$ cat config.mk
export PLATFORM = sky130hd
export DESIGN_NAME = adsq_ctl
export DESIGN_NICKNAME = d
export VERILOG_FILES = /design/src/rtl/adsq_pkg.sv /design/src/rtl/adsq_trig.sv /design/src/rtl/adsq_res.sv /design/src/rtl/adsq_ctl.sv
export VERILOG_INCLUDE_DIRS = /design/src /design/src/rtl
export SDC_FILE = /design/constraint.sdc
export NUM_CORES = 1
export LEC_CHECK = 0
export BUFFER_PORTS_ARGS = -buffer_cell sky130_fd_sc_hd__buf_2
export CAP_MARGIN = 25
export CORE_MARGIN = 2
export CORE_UTILIZATION = 28
export CTS_BUF_LIST = sky130_fd_sc_hd__clkbuf_4
export DETAILED_ROUTE_END_ITERATION = 16
export PLACE_DENSITY = 0.54
export SLEW_MARGIN = 20
export SYNTH_ARGS = -nofsm -noshare
export SYNTH_HDL_FRONTEND = slang
export SYNTH_SLANG_ARGS = --single-unit
$ cat constraint.sdc
create_clock -name core_clk -period 2.3 [get_ports core_clk]
set_clock_uncertainty 0.1 [all_clocks]
set_input_delay 0.345 -clock core_clk [delete_from_list [all_inputs] [get_ports core_clk]]
set_output_delay 0.345 -clock core_clk [all_outputs]
set_load 0.03 [all_outputs]
$ cat src/rtl/adsq_params.svh
// Function
// - reset and standby clear control/status to zero
// - end flag cleared by zero after read
// - interrupt-started dma access clears end flag
// - flag set after single or full scan
// - interrupt while end flag and enable set
// - start bit high while converting, writable
// - single mode converts once then stops
// - scan repeats until start bit cleared
// - bit four picks single or scan
// - bit three picks long or short conversion
// - group bit plus channel offset field
// - reset and standby set trigger register 7F
// - trigger register low bits read one
// - enabled trigger pin falling edge starts
// - upper byte read loads low byte latch
// - ten bit successive approximation result
// - single end stores result, flags, stops
// - start write uses settings written together
// - result split eight high two low
// - channels n and n+4 share register
// - scan begins group start, chains immediately
// - reset and standby clear result registers
`ifndef ADSQ_PARAMS_SVH
`define ADSQ_PARAMS_SVH

// ----------------------------------------------------------------
// bus map
// ----------------------------------------------------------------
`define ADSQ_AW 4
`define ADSQ_OFS_RES_LAST 4'h7
`define ADSQ_OFS_CSR 4'h8
`define ADSQ_OFS_TCR 4'h9
`define ADSQ_LO_BYTE_BIT 0
`define ADSQ_RES_IDX_HI 2
`define ADSQ_RES_IDX_LO 1

// ----------------------------------------------------------------
// register layout and reset values
// ----------------------------------------------------------------
`define ADSQ_CSR_RST 8'h00
`define ADSQ_TCR_RST 8'h7F
`define ADSQ_TCR_EN 7
`define ADSQ_TCR_ONES 7'h7F
`define ADSQ_RES_W 10
`define ADSQ_RES_LO_PAD 6'h00

// ----------------------------------------------------------------
// conversion budget in states (266 and 134)
// ----------------------------------------------------------------
`define ADSQ_STATES_SLOW 9'h10A
`define ADSQ_STATES_FAST 9'h086

`endif

$ cat src/rtl/adsq_pkg.sv
`default_nettype none
`include "adsq_params.svh"

package adsq_pkg;

    typedef enum logic [2:0] {
        ADSQ_SEQ_IDLE = 3'h1,
        ADSQ_SEQ_ISSUE = 3'h2,
        ADSQ_SEQ_WAIT = 3'h4
    } adsq_seq_e;

    typedef struct packed {
        logic sel;
        logic rd;
        logic wr;
        logic dma;
        logic [`ADSQ_AW-1:0] addr;
        logic [7:0] wdata;
    } adsq_bus_req_s;

    typedef struct packed {
        logic start;
        logic [2:0] channel;
        logic [8:0] states;
    } adsq_core_req_s;

    typedef struct packed {
        logic done;
        logic [`ADSQ_RES_W-1:0] result;
    } adsq_core_rsp_s;

    typedef struct packed {
        logic end_flag;
        logic irq_en;
        logic start;
        logic scan;
        logic time_sel;
        logic grp;
        logic [1:0] chan;
    } adsq_csr_s;

    typedef struct packed {
        adsq_csr_s csr;
        logic trg_en;
        logic flag_seen;
        adsq_seq_e seq;
        logic [1:0] cur_off;
        logic [7:0] rdata;
    } adsq_ctl_state_s;

    typedef struct packed {
        logic [3:0][`ADSQ_RES_W-1:0] res;
        logic [7:0] latch;
    } adsq_res_state_s;

    typedef struct packed {
        logic s1;
        logic s2;
        logic s3;
    } adsq_trig_state_s;

endpackage

`default_nettype wire

$ cat src/rtl/adsq_trig.sv
`timescale 1ns/100ps
`default_nettype none

module adsq_trig (
    // clock and reset
    input wire logic core_clk,
    input wire logic reset_n,
    // trigger pin, active low
    input wire logic ext_trigger_pin_n,
    // one-cycle falling edge pulse
    output logic fall
);

    adsq_pkg::adsq_trig_state_s st_ff;
    adsq_pkg::adsq_trig_state_s nxt_st;

    // s1 feeds only s2; edge is judged on s2 and s3
    always_comb
    begin
        nxt_st = st_ff;
        nxt_st.s1 = ext_trigger_pin_n;
        nxt_st.s2 = st_ff.s1;
        nxt_st.s3 = st_ff.s2;
    end

    // idle high after reset so release gives no false edge
    always_ff @(posedge core_clk)
    begin
        if (!reset_n)
        begin
            st_ff <= 3'h7;
        end
        else
        begin
            st_ff <= nxt_st;
        end
    end

    assign fall = st_ff.s3 && !st_ff.s2;

endmodule

`default_nettype wire

$ cat src/rtl/adsq_res.sv
`timescale 1ns/100ps
`default_nettype none
`include "adsq_params.svh"

module adsq_res (
    // clock and reset
    input wire logic core_clk,
    input wire logic reset_n,
    input wire logic clear,
    // result store from sequencer
    input wire logic wr_en,
    input wire logic [1:0] wr_idx,
    input wire logic [`ADSQ_RES_W-1:0] wr_data,
    // cpu read side
    input wire logic rd_hi,
    input wire logic [1:0] rd_idx,
    output logic [7:0] hi_byte,
    output logic [7:0] latch
);

    adsq_pkg::adsq_res_state_s st_ff;
    adsq_pkg::adsq_res_state_s nxt_st;

    always_comb
    begin
        nxt_st = st_ff;
        for (int i = 0; i < 4; i++)
        begin
            if (wr_en && wr_idx == i[1:0])
            begin
                nxt_st.res[i] = wr_data;
            end
        end
        // latch takes the pre-write value so a word read stays coherent
        if (rd_hi)
        begin
            nxt_st.latch = {st_ff.res[rd_idx][1:0], `ADSQ_RES_LO_PAD};
        end
    end

    always_ff @(posedge core_clk)
    begin
        if (!reset_n || clear)
        begin
            st_ff <= '0;
        end
        else
        begin
            st_ff <= nxt_st;
        end
    end

    assign hi_byte = st_ff.res[rd_idx][`ADSQ_RES_W-1:2];
    assign latch = st_ff.latch;

endmodule

`default_nettype wire

$ cat src/rtl/adsq_ctl.sv
`timescale 1ns/100ps
`default_nettype none
`include "adsq_params.svh"

module adsq_ctl (
    // clock and reset
    input wire logic core_clk,
    input wire logic reset_n,
    // power state
    input wire logic standby,
    // cpu and dma register bus
    input wire adsq_pkg::adsq_bus_req_s bus_req,
    output logic [7:0] bus_rdata,
    // external trigger pin, active low
    input wire logic ext_trigger_pin_n,
    // analog conversion core
    output adsq_pkg::adsq_core_req_s core_req,
    input wire adsq_pkg::adsq_core_rsp_s core_rsp,
    // interrupt request
    output logic conv_done_irq
);

    // ----------------------------------------------------------------
    // state and local signals
    // ----------------------------------------------------------------
    localparam logic [7:0] CSR_RST = `ADSQ_CSR_RST;
    localparam logic [7:0] TCR_RST = `ADSQ_TCR_RST;

    adsq_pkg::adsq_ctl_state_s st_ff;
    adsq_pkg::adsq_ctl_state_s nxt_st;
    adsq_pkg::adsq_csr_s wcsr;

    logic acc_res;
    logic acc_csr;
    logic acc_tcr;
    logic wr_csr;
    logic rd_hi;
    logic trg_fall;
    logic launch;
    logic set_flag;
    logic clr_flag;
    logic res_wr;
    logic [1:0] rd_idx;
    logic [7:0] hi_byte;
    logic [7:0] latch;
    logic [7:0] rd_mux;

    // ----------------------------------------------------------------
    // submodules
    // ----------------------------------------------------------------
    adsq_trig u_trig (
        .core_clk(core_clk),
        .reset_n(reset_n),
        .ext_trigger_pin_n(ext_trigger_pin_n),
        .fall(trg_fall)
    );

    adsq_res u_res (
        .core_clk(core_clk),
        .reset_n(reset_n),
        .clear(standby),
        .wr_en(res_wr),
        .wr_idx(st_ff.cur_off),
        .wr_data(core_rsp.result),
        .rd_hi(rd_hi),
        .rd_idx(rd_idx),
        .hi_byte(hi_byte),
        .latch(latch)
    );

    // ----------------------------------------------------------------
    // address decode
    // ----------------------------------------------------------------
    assign acc_res = bus_req.sel && bus_req.addr <= `ADSQ_OFS_RES_LAST;
    assign acc_csr = bus_req.sel && bus_req.addr == `ADSQ_OFS_CSR;
    assign acc_tcr = bus_req.sel && bus_req.addr == `ADSQ_OFS_TCR;
    assign wr_csr = acc_csr && bus_req.wr;
    assign rd_idx = bus_req.addr[`ADSQ_RES_IDX_HI:`ADSQ_RES_IDX_LO];
    assign rd_hi = acc_res && bus_req.rd
        && !bus_req.addr[`ADSQ_LO_BYTE_BIT];

    always_comb
    begin
        if (acc_res)
        begin
            if (bus_req.addr[`ADSQ_LO_BYTE_BIT])
            begin
                rd_mux = latch;
            end
            else
            begin
                rd_mux = hi_byte;
            end
        end
        else if (acc_csr)
        begin
            rd_mux = st_ff.csr;
        end
        else if (acc_tcr)
        begin
            rd_mux = {st_ff.trg_en, `ADSQ_TCR_ONES};
        end
        else
        begin
            rd_mux = 8'h00;
        end
    end

    // ----------------------------------------------------------------
    // next state
    // ----------------------------------------------------------------
    always_comb
    begin
        wcsr = adsq_pkg::adsq_csr_s'(bus_req.wdata);
        nxt_st = st_ff;
        res_wr = 1'h0;
        set_flag = 1'h0;
        launch = 1'h0;
        clr_flag = 1'h0;

        // settings land first so a start in the same write uses them
        if (wr_csr)
        begin
            nxt_st.csr.irq_en = wcsr.irq_en;
            nxt_st.csr.scan = wcsr.scan;
            nxt_st.csr.time_sel = wcsr.time_sel;
            nxt_st.csr.grp = wcsr.grp;
            nxt_st.csr.chan = wcsr.chan;
        end
        if (acc_tcr && bus_req.wr)
        begin
            nxt_st.trg_en = bus_req.wdata[`ADSQ_TCR_EN];
        end

        // a start while already running is not a restart
        if (!st_ff.csr.start)
        begin
            launch = (wr_csr && wcsr.start)
                || (trg_fall && st_ff.trg_en);
        end

        unique case (st_ff.seq)
            adsq_pkg::ADSQ_SEQ_IDLE:
            begin
                if (launch)
                begin
                    nxt_st.csr.start = 1'h1;
                    nxt_st.seq = adsq_pkg::ADSQ_SEQ_ISSUE;
                    if (nxt_st.csr.scan)
                    begin
                        nxt_st.cur_off = 2'h0;
                    end
                    else
                    begin
                        nxt_st.cur_off = nxt_st.csr.chan;
                    end
                end
            end
            adsq_pkg::ADSQ_SEQ_ISSUE:
            begin
                nxt_st.seq = adsq_pkg::ADSQ_SEQ_WAIT;
            end
            adsq_pkg::ADSQ_SEQ_WAIT:
            begin
                if (core_rsp.done)
                begin
                    res_wr = 1'h1;
                    if (!st_ff.csr.scan)
                    begin
                        set_flag = 1'h1;
                        nxt_st.csr.start = 1'h0;
                        nxt_st.seq = adsq_pkg::ADSQ_SEQ_IDLE;
                    end
                    else if (st_ff.cur_off == st_ff.csr.chan)
                    begin
                        set_flag = 1'h1;
                        nxt_st.cur_off = 2'h0;
                        nxt_st.seq = adsq_pkg::ADSQ_SEQ_ISSUE;
                    end
                    else
                    begin
                        nxt_st.cur_off = st_ff.cur_off + 2'h1;
                        nxt_st.seq = adsq_pkg::ADSQ_SEQ_ISSUE;
                    end
                end
            end
        endcase

        // software halt wins over the sequencer
        if (wr_csr && !wcsr.start)
        begin
            nxt_st.csr.start = 1'h0;
            nxt_st.seq = adsq_pkg::ADSQ_SEQ_IDLE;
        end

        // end flag: read as one arms the clear by a written zero
        if (acc_csr && bus_req.rd && st_ff.csr.end_flag)
        begin
            nxt_st.flag_seen = 1'h1;
        end
        if (wr_csr && !wcsr.end_flag && st_ff.flag_seen)
        begin
            clr_flag = 1'h1;
        end
        // only a real strobe counts as a dma access, not a bare select
        if (bus_req.dma && (bus_req.rd || bus_req.wr)
            && (acc_res || acc_csr || acc_tcr))
        begin
            clr_flag = 1'h1;
        end
        if (clr_flag)
        begin
            nxt_st.csr.end_flag = 1'h0;
            nxt_st.flag_seen = 1'h0;
        end
        // a completion in the clearing cycle is kept
        if (set_flag)
        begin
            nxt_st.csr.end_flag = 1'h1;
            nxt_st.flag_seen = 1'h0;
        end

        if (bus_req.sel && bus_req.rd)
        begin
            nxt_st.rdata = rd_mux;
        end
    end

    // ----------------------------------------------------------------
    // state register
    // ----------------------------------------------------------------
    always_ff @(posedge core_clk)
    begin
        if (!reset_n || standby)
        begin
            st_ff.csr <= CSR_RST;
            st_ff.trg_en <= TCR_RST[`ADSQ_TCR_EN];
            st_ff.flag_seen <= 1'h0;
            st_ff.seq <= adsq_pkg::ADSQ_SEQ_IDLE;
            st_ff.cur_off <= 2'h0;
            st_ff.rdata <= 8'h00;
        end
        else
        begin
            st_ff <= nxt_st;
        end
    end

    // ----------------------------------------------------------------
    // outputs
    // ----------------------------------------------------------------
    assign bus_rdata = st_ff.rdata;
    assign conv_done_irq = st_ff.csr.end_flag && st_ff.csr.irq_en;
    assign core_req.start = st_ff.seq == adsq_pkg::ADSQ_SEQ_ISSUE;
    assign core_req.channel = {st_ff.csr.grp, st_ff.cur_off};
    assign core_req.states = st_ff.csr.time_sel
        ? `ADSQ_STATES_FAST : `ADSQ_STATES_SLOW;

endmodule

`default_nettype wire

---- After elaboration in Yosys (flattened, before gate mapping) ----
Cells that the tools add are included.
storage, ports and cells
  register bits ........................... 68
  bits in latches ......................... 0
  RAM bits ................................ 0
  memory bits (read-only) ................. 0
  input port bits ......................... 31
  output and inout port bits .............. 22
  word-level logic and storage cells ...... 108
  memories kept ........................... 0
operators by class
  add/subtract/negate cells ............... 1
  multiply operators ...................... 0
  divide/modulo/power cells ............... 0
  order comparisons ....................... 2
  equal/unequal tests ..................... 13
  shifts and indexed selects .............. 0
  multiplexer cells ....................... 31
  bitwise gates (word level) .............. 0
  reductions and logical operators ........ 41
operators by type and width
  operator                                                                          number
  8-bit two-way mux                                                                 4
  1-bit logical AND                                                                 23
  10-bit binary-select mux with 2-bit select                                        1
  5-bit two-way mux                                                                 3
  1-bit two-way mux                                                                 14
  10-bit two-way mux                                                                1
  9-bit two-way mux                                                                 1
  3-bit one-hot mux with 3 select lines                                             1
  4-bit equality test, second input constant                                        2
  2-bit two-way mux                                                                 4
  2-bit != test, second input constant                                              4
  4-bit AND reduction                                                               2
  1-bit zero test                                                                   5
  1-bit logical OR                                                                  5
  2-bit equality test, second input constant                                        2
  4-bit by 3-bit less-or-equal comparator with 1-bit output, second input constant  1
  2-bit one-hot mux with 2 select lines                                             1
  2-bit nonzero test                                                                2
  3-bit by 1-bit equality test with 1-bit output, second input constant             1
  3-bit by 2-bit equality test with 1-bit output, second input constant             1
  3-bit equality test, second input constant                                        1
  2-bit by 3-bit less-than comparator with 1-bit output, second input constant      1
  3-bit OR reduction                                                                1
  2-bit by 1-bit adder with 2-bit output, second input constant                     1
  other kinds (6)                                                                   6

---- Depth between registers and ports, before layout ----
  depth in word-level cells ............... 9
  depth in mapped cells ................... 6
  mapped depth without buffers ............ 6

---- Hierarchy ----
A second synthesis with hierarchy kept.
second synthesis, totals
  cell total of the unflattened synthesis .. 358
  area, all modules ....................... 3399.5 µm²
by module, submodules not included
  module     instances  cells each  area an instance (µm²)  sequential area each (µm²)
  adsq_res   1          172         1828.0                  840.8
  adsq_ctl   1          179         1486.4                  460.4
  adsq_trig  1          7           85.1                    60.1

---- Least setup slack after synthesis ----
OpenSTA, ideal clock, no wires.
  path kind ............................... register to register
  from .................................... register st_ff[11] in the netlist's numbering
  to ...................................... register st_ff[11] in the netlist's numbering
  library setup time ...................... 116 ps
  arrival ................................. 1620 ps
  data required time ...................... 2084 ps
  setup slack ............................. 464 ps
  stages on the path, launching flop included .. 4
  path buffers ............................ 0
  clock period less this slack ............ 1836 ps
  cell sequence ........................... dfxtp_1 nor3b_1 o21ai_0 and3b_1
RTL lines
  item                    line             RTL
  from (decl)             adsq_ctl.sv:29   adsq_pkg::adsq_ctl_state_s st_ff;
  from (signal assigned)  adsq_ctl.sv:245  st_ff <= nxt_st;

==> results by group <==
Power and ir drop
  • Leakage: 1.29 nW
  • VDD IR max: 0.227 mV
  • Final Power: 2.12 mW
  • Power Density: 565 nW/um^2

Placed design
  • Cell Area, Placed: 3600 um^2
  • HPWL after detailed placement: 6460 um
  • Port-buffer cells: 47
  • Placed cells: 559
  • Dpl ws: 424 ps
  • Final RePlAce weighted congestion: 0.836

Clock network
  • H-tree depth: 3
  • Clk sinks: 68
  • TritonCTS buffer count: 9
  • CTS root buf: clkbuf_4
  • Post-CTS Hold Fix Bufs: 1
  • Post-CTS Repair Setup Buffers: 0
  • Bufs on Longest Clock Path: 2
  • CTS clk-pin slew, worst paths: 120 ps
  • Gates resized, CTS repair: 0
  • TritonCTS clock tree: yes
  • Clk Latency, worst-skew pair: 420 ps

Detailed routing
  • DR iter-0 viols: 212
  • Detailed Routing Iterations Pass 1: 4
  • DR WL/cell: 15.4 um
  • DR vias: 2892
  • Final WL: 8870 um
  • Post-route ant nets: 0
  • Residual DRC count: 0
  • Vias/cell: 5.01

Floorplan
  • Initial core utilization: 28.6%
  • Die area: 12500 um^2
  • Die X: 112 um
  • FP Rows: 39
  • Height of the die: 112 um
  • Ports: 53
  • Std-Cell Core Area: 11400 um^2

STA
  • Maximum clock frequency: 484 MHz
  • Least-Margin Pin Slew: 843 ps
  • Slack of the critical path: 235 ps
  • Unrepaired setup endpoints after global routing: no
  • Slew HR: 43.8%
  • Endpoints failing setup: 0
  • Tcrit/Tclk final: 89.8%
  • Setup TNS Final: 0 ps
  • Tmin final: 2060 ps
  • Final hold vios: 0
  • Slew Limit Fails: 0

Synth
  • Post-Syn Area: 3270 um^2
  • FF+latch count, synth: 68
  • Xor/xnor share of the synthesized area: 0.536%
  • Simple-gate portion of the synthesized area: 24.2%
  • Gate Count Post-Synth: 390
  • Synth async-reset ratio: 0%
  • Yosys warns: 0
  • Mux contribution to synthesized area: 7.81%
  • Post-synthesis adder-cell area fraction: 1.53%
  • Synth Area per Inst: 8.38 um^2
  • Cell variety after synth: 45
  • Ys flop type: dfxtp_1
  • Synth Area in Compound Gates: 15.8%
  • Number of synthesized flops with an enable pin: 0
  • Seq/Total Area, Yosys: 41.7%
  • Largest family of logic cells by synthesized area: simple AND/OR/NAND/NOR gates

Final layout
  • Area of the multi-input gates: 1660 um^2
  • Non-Filler Instances: 577
  • Final instance area: 3750 um^2
  • Storage element area: 1360 um^2
  • Area growth from synthesis to layout: 14.8%
  • # fillers: 1223
  • Nets: 463
  • Fraction of layout cells with a size suffix above 1: 21.7%

Worst setup path
  • CP Capture Type: output pin
  • WP data arrival: 1620 ps
  • R2R Path Start: st_ff[12]
  • Startpoint types: flip-flop
  • Crit path kind: reg2out
  • CP Max Fanout: 8
  • Flop2flop setup slack: 410 ps
  • Worst r2r dst: core_req[9]
  • CP required: 1860 ps
  • Reg2Reg Depth: 6

Hold path
  • Worst Hold Depth: 2
  • Worst hold path startpoint: reset_n
  • Worst Hold Class: in2reg
  • Min-Delay Endpoint: u_trig.nxt_st[1]

GRT
  • Initial antenna violation count: 0
  • Vias in the first global route: 2755
  • First-pass GRT wire length: 14200 um
  • GRT Total Usage: 14.3%
  • Largest net degree at the start of global routing: 29
  • Grt total ovfl: 0

Job
  • Max-cap viol count: 0

Status
  • Status: complete, no violations
[cells by family (layout without fill, tap and decap cells)]
logic type,after synthesis,in the layout
multiplexers,13,13
adder cells (fa/ha/maj),4,4
XOR/XNOR,2,2
AND/OR/NAND/NOR,163,163
buffers and inverters,48,88
flip-flops,68,68
other,2,6
AO/OA/AOI/OAI,90,90
[state kept, by name, indices dropped and copies added (netlist names)]
register	count
u_trig.st_ff	1
core_req	3
u_res.st_ff	40
u_res.latch	2
u_trig.nxt_st	2
bus_rdata	8
st_ff	12
[critical path, cell delays in order, from the launching register on]
cell	delay, ps
dfxtp_1	500
nor3b_1	420
buf_2	280
[worst max path at each step]
stage | start | cells after the start | slack (ps) | to
finish | st_ff[11] | 2 | 240 | core_req[12]
global route | st_ff[11] | 2 | 80 | core_req[12]
CTS | st_ff[11] | 2 | 200 | core_req[12]
detailed placement | st_ff[12] | 6 | 420 | core_req[9]
global placement | st_ff[12] | 6 | 420 | core_req[10]
floorplan | st_ff[11] | 3 | 460 | st_ff[11]
[synth_stat cells, types with 7 or more instances]
cell type	n	area share, %
a21oi_1	51	7.8
a31oi_1	10	1.9
buf_2	9	1.4
buf_4	19	4.4
clkbuf_1	10	1.1
dfxtp_1	68	42
inv_1	7	0.80
mux4_2	10	6.9
nand2_1	75	8.6
nand2b_1	8	1.5
nand3_1	43	6.6
nor2_1	11	1.3
o21ai_0	12	1.8
[metal layers]
metal  global-route usage (%)  vias up  routed length [um]  share of wire (%)
li1                         -     1425                   -                  -
met1                     18.5     1365                4180                 47
met2                     23.0       88                4020                 45
met3                     4.10       14                 505                5.7
met4                     5.04        0                 165                1.9
met5                        0        -                   0                  0
[stage by stage]
stage               utilization [%]  hold slack, ps
global placement               31.6             303
global route                   32.8            24.0
detailed placement             31.6             301
floorplan                         -             286
finish                         32.9            32.6
CTS                            32.8            20.3
[cell usage in the layout, fill, tap and decap left out, types with 2 or more instances in the layout]
master      synthesis  final
a211oi_1            4      4
a21oi_1            51     51
a31oi_1            10     10
buf_2               9     47
buf_4              19     16
clkbuf_4            0      9
clkinv_2            0      2
clkinvlp_4          0      2
conb_1              2      5
dfxtp_1            68     68
ha_1                4      4
inv_1               7      7
mux2i_1             3      3
mux4_2             10     10
nand2_1            75     75
nand2b_1            8      8
nand3_1            43     43
nor2_1             11     11
nor2b_1             3      3
nor3_1              2      2
nor3b_1             3      3
nor4_1              4      4
o21a_1              2      2
o21ai_0            12     12
o31ai_1             4      4
or3b_2              2      2
or4bb_1             2      2
xnor2_1             2      2
[power breakdown]
part	leakage, nW	switching, mW	total (mW)	internal (mW)
clock	0.0693	0.451	0.776	0.325
combinational	0.670	0.0989	0.155	0.0564
sequential	0.549	0.00427	1.19	1.18
total	1.29	0.554	2.12	1.57
[area by class of cell]
| type | instances | share of cell area (%) |
|---|---|---|
| tap | 143 | 4.77 |
| clock buffer | 9 | 1.80 |
| sequential | 68 | 36.3 |
| clock inverter | 7 | 1.80 |
| multi-input combinational | 277 | 44.3 |
| timing repair buffer | 65 | 10.3 |
| inverter | 7 | 0.700 |
| antenna | 1 | 0.0667 |
Power figures use the tool's default switching activity.
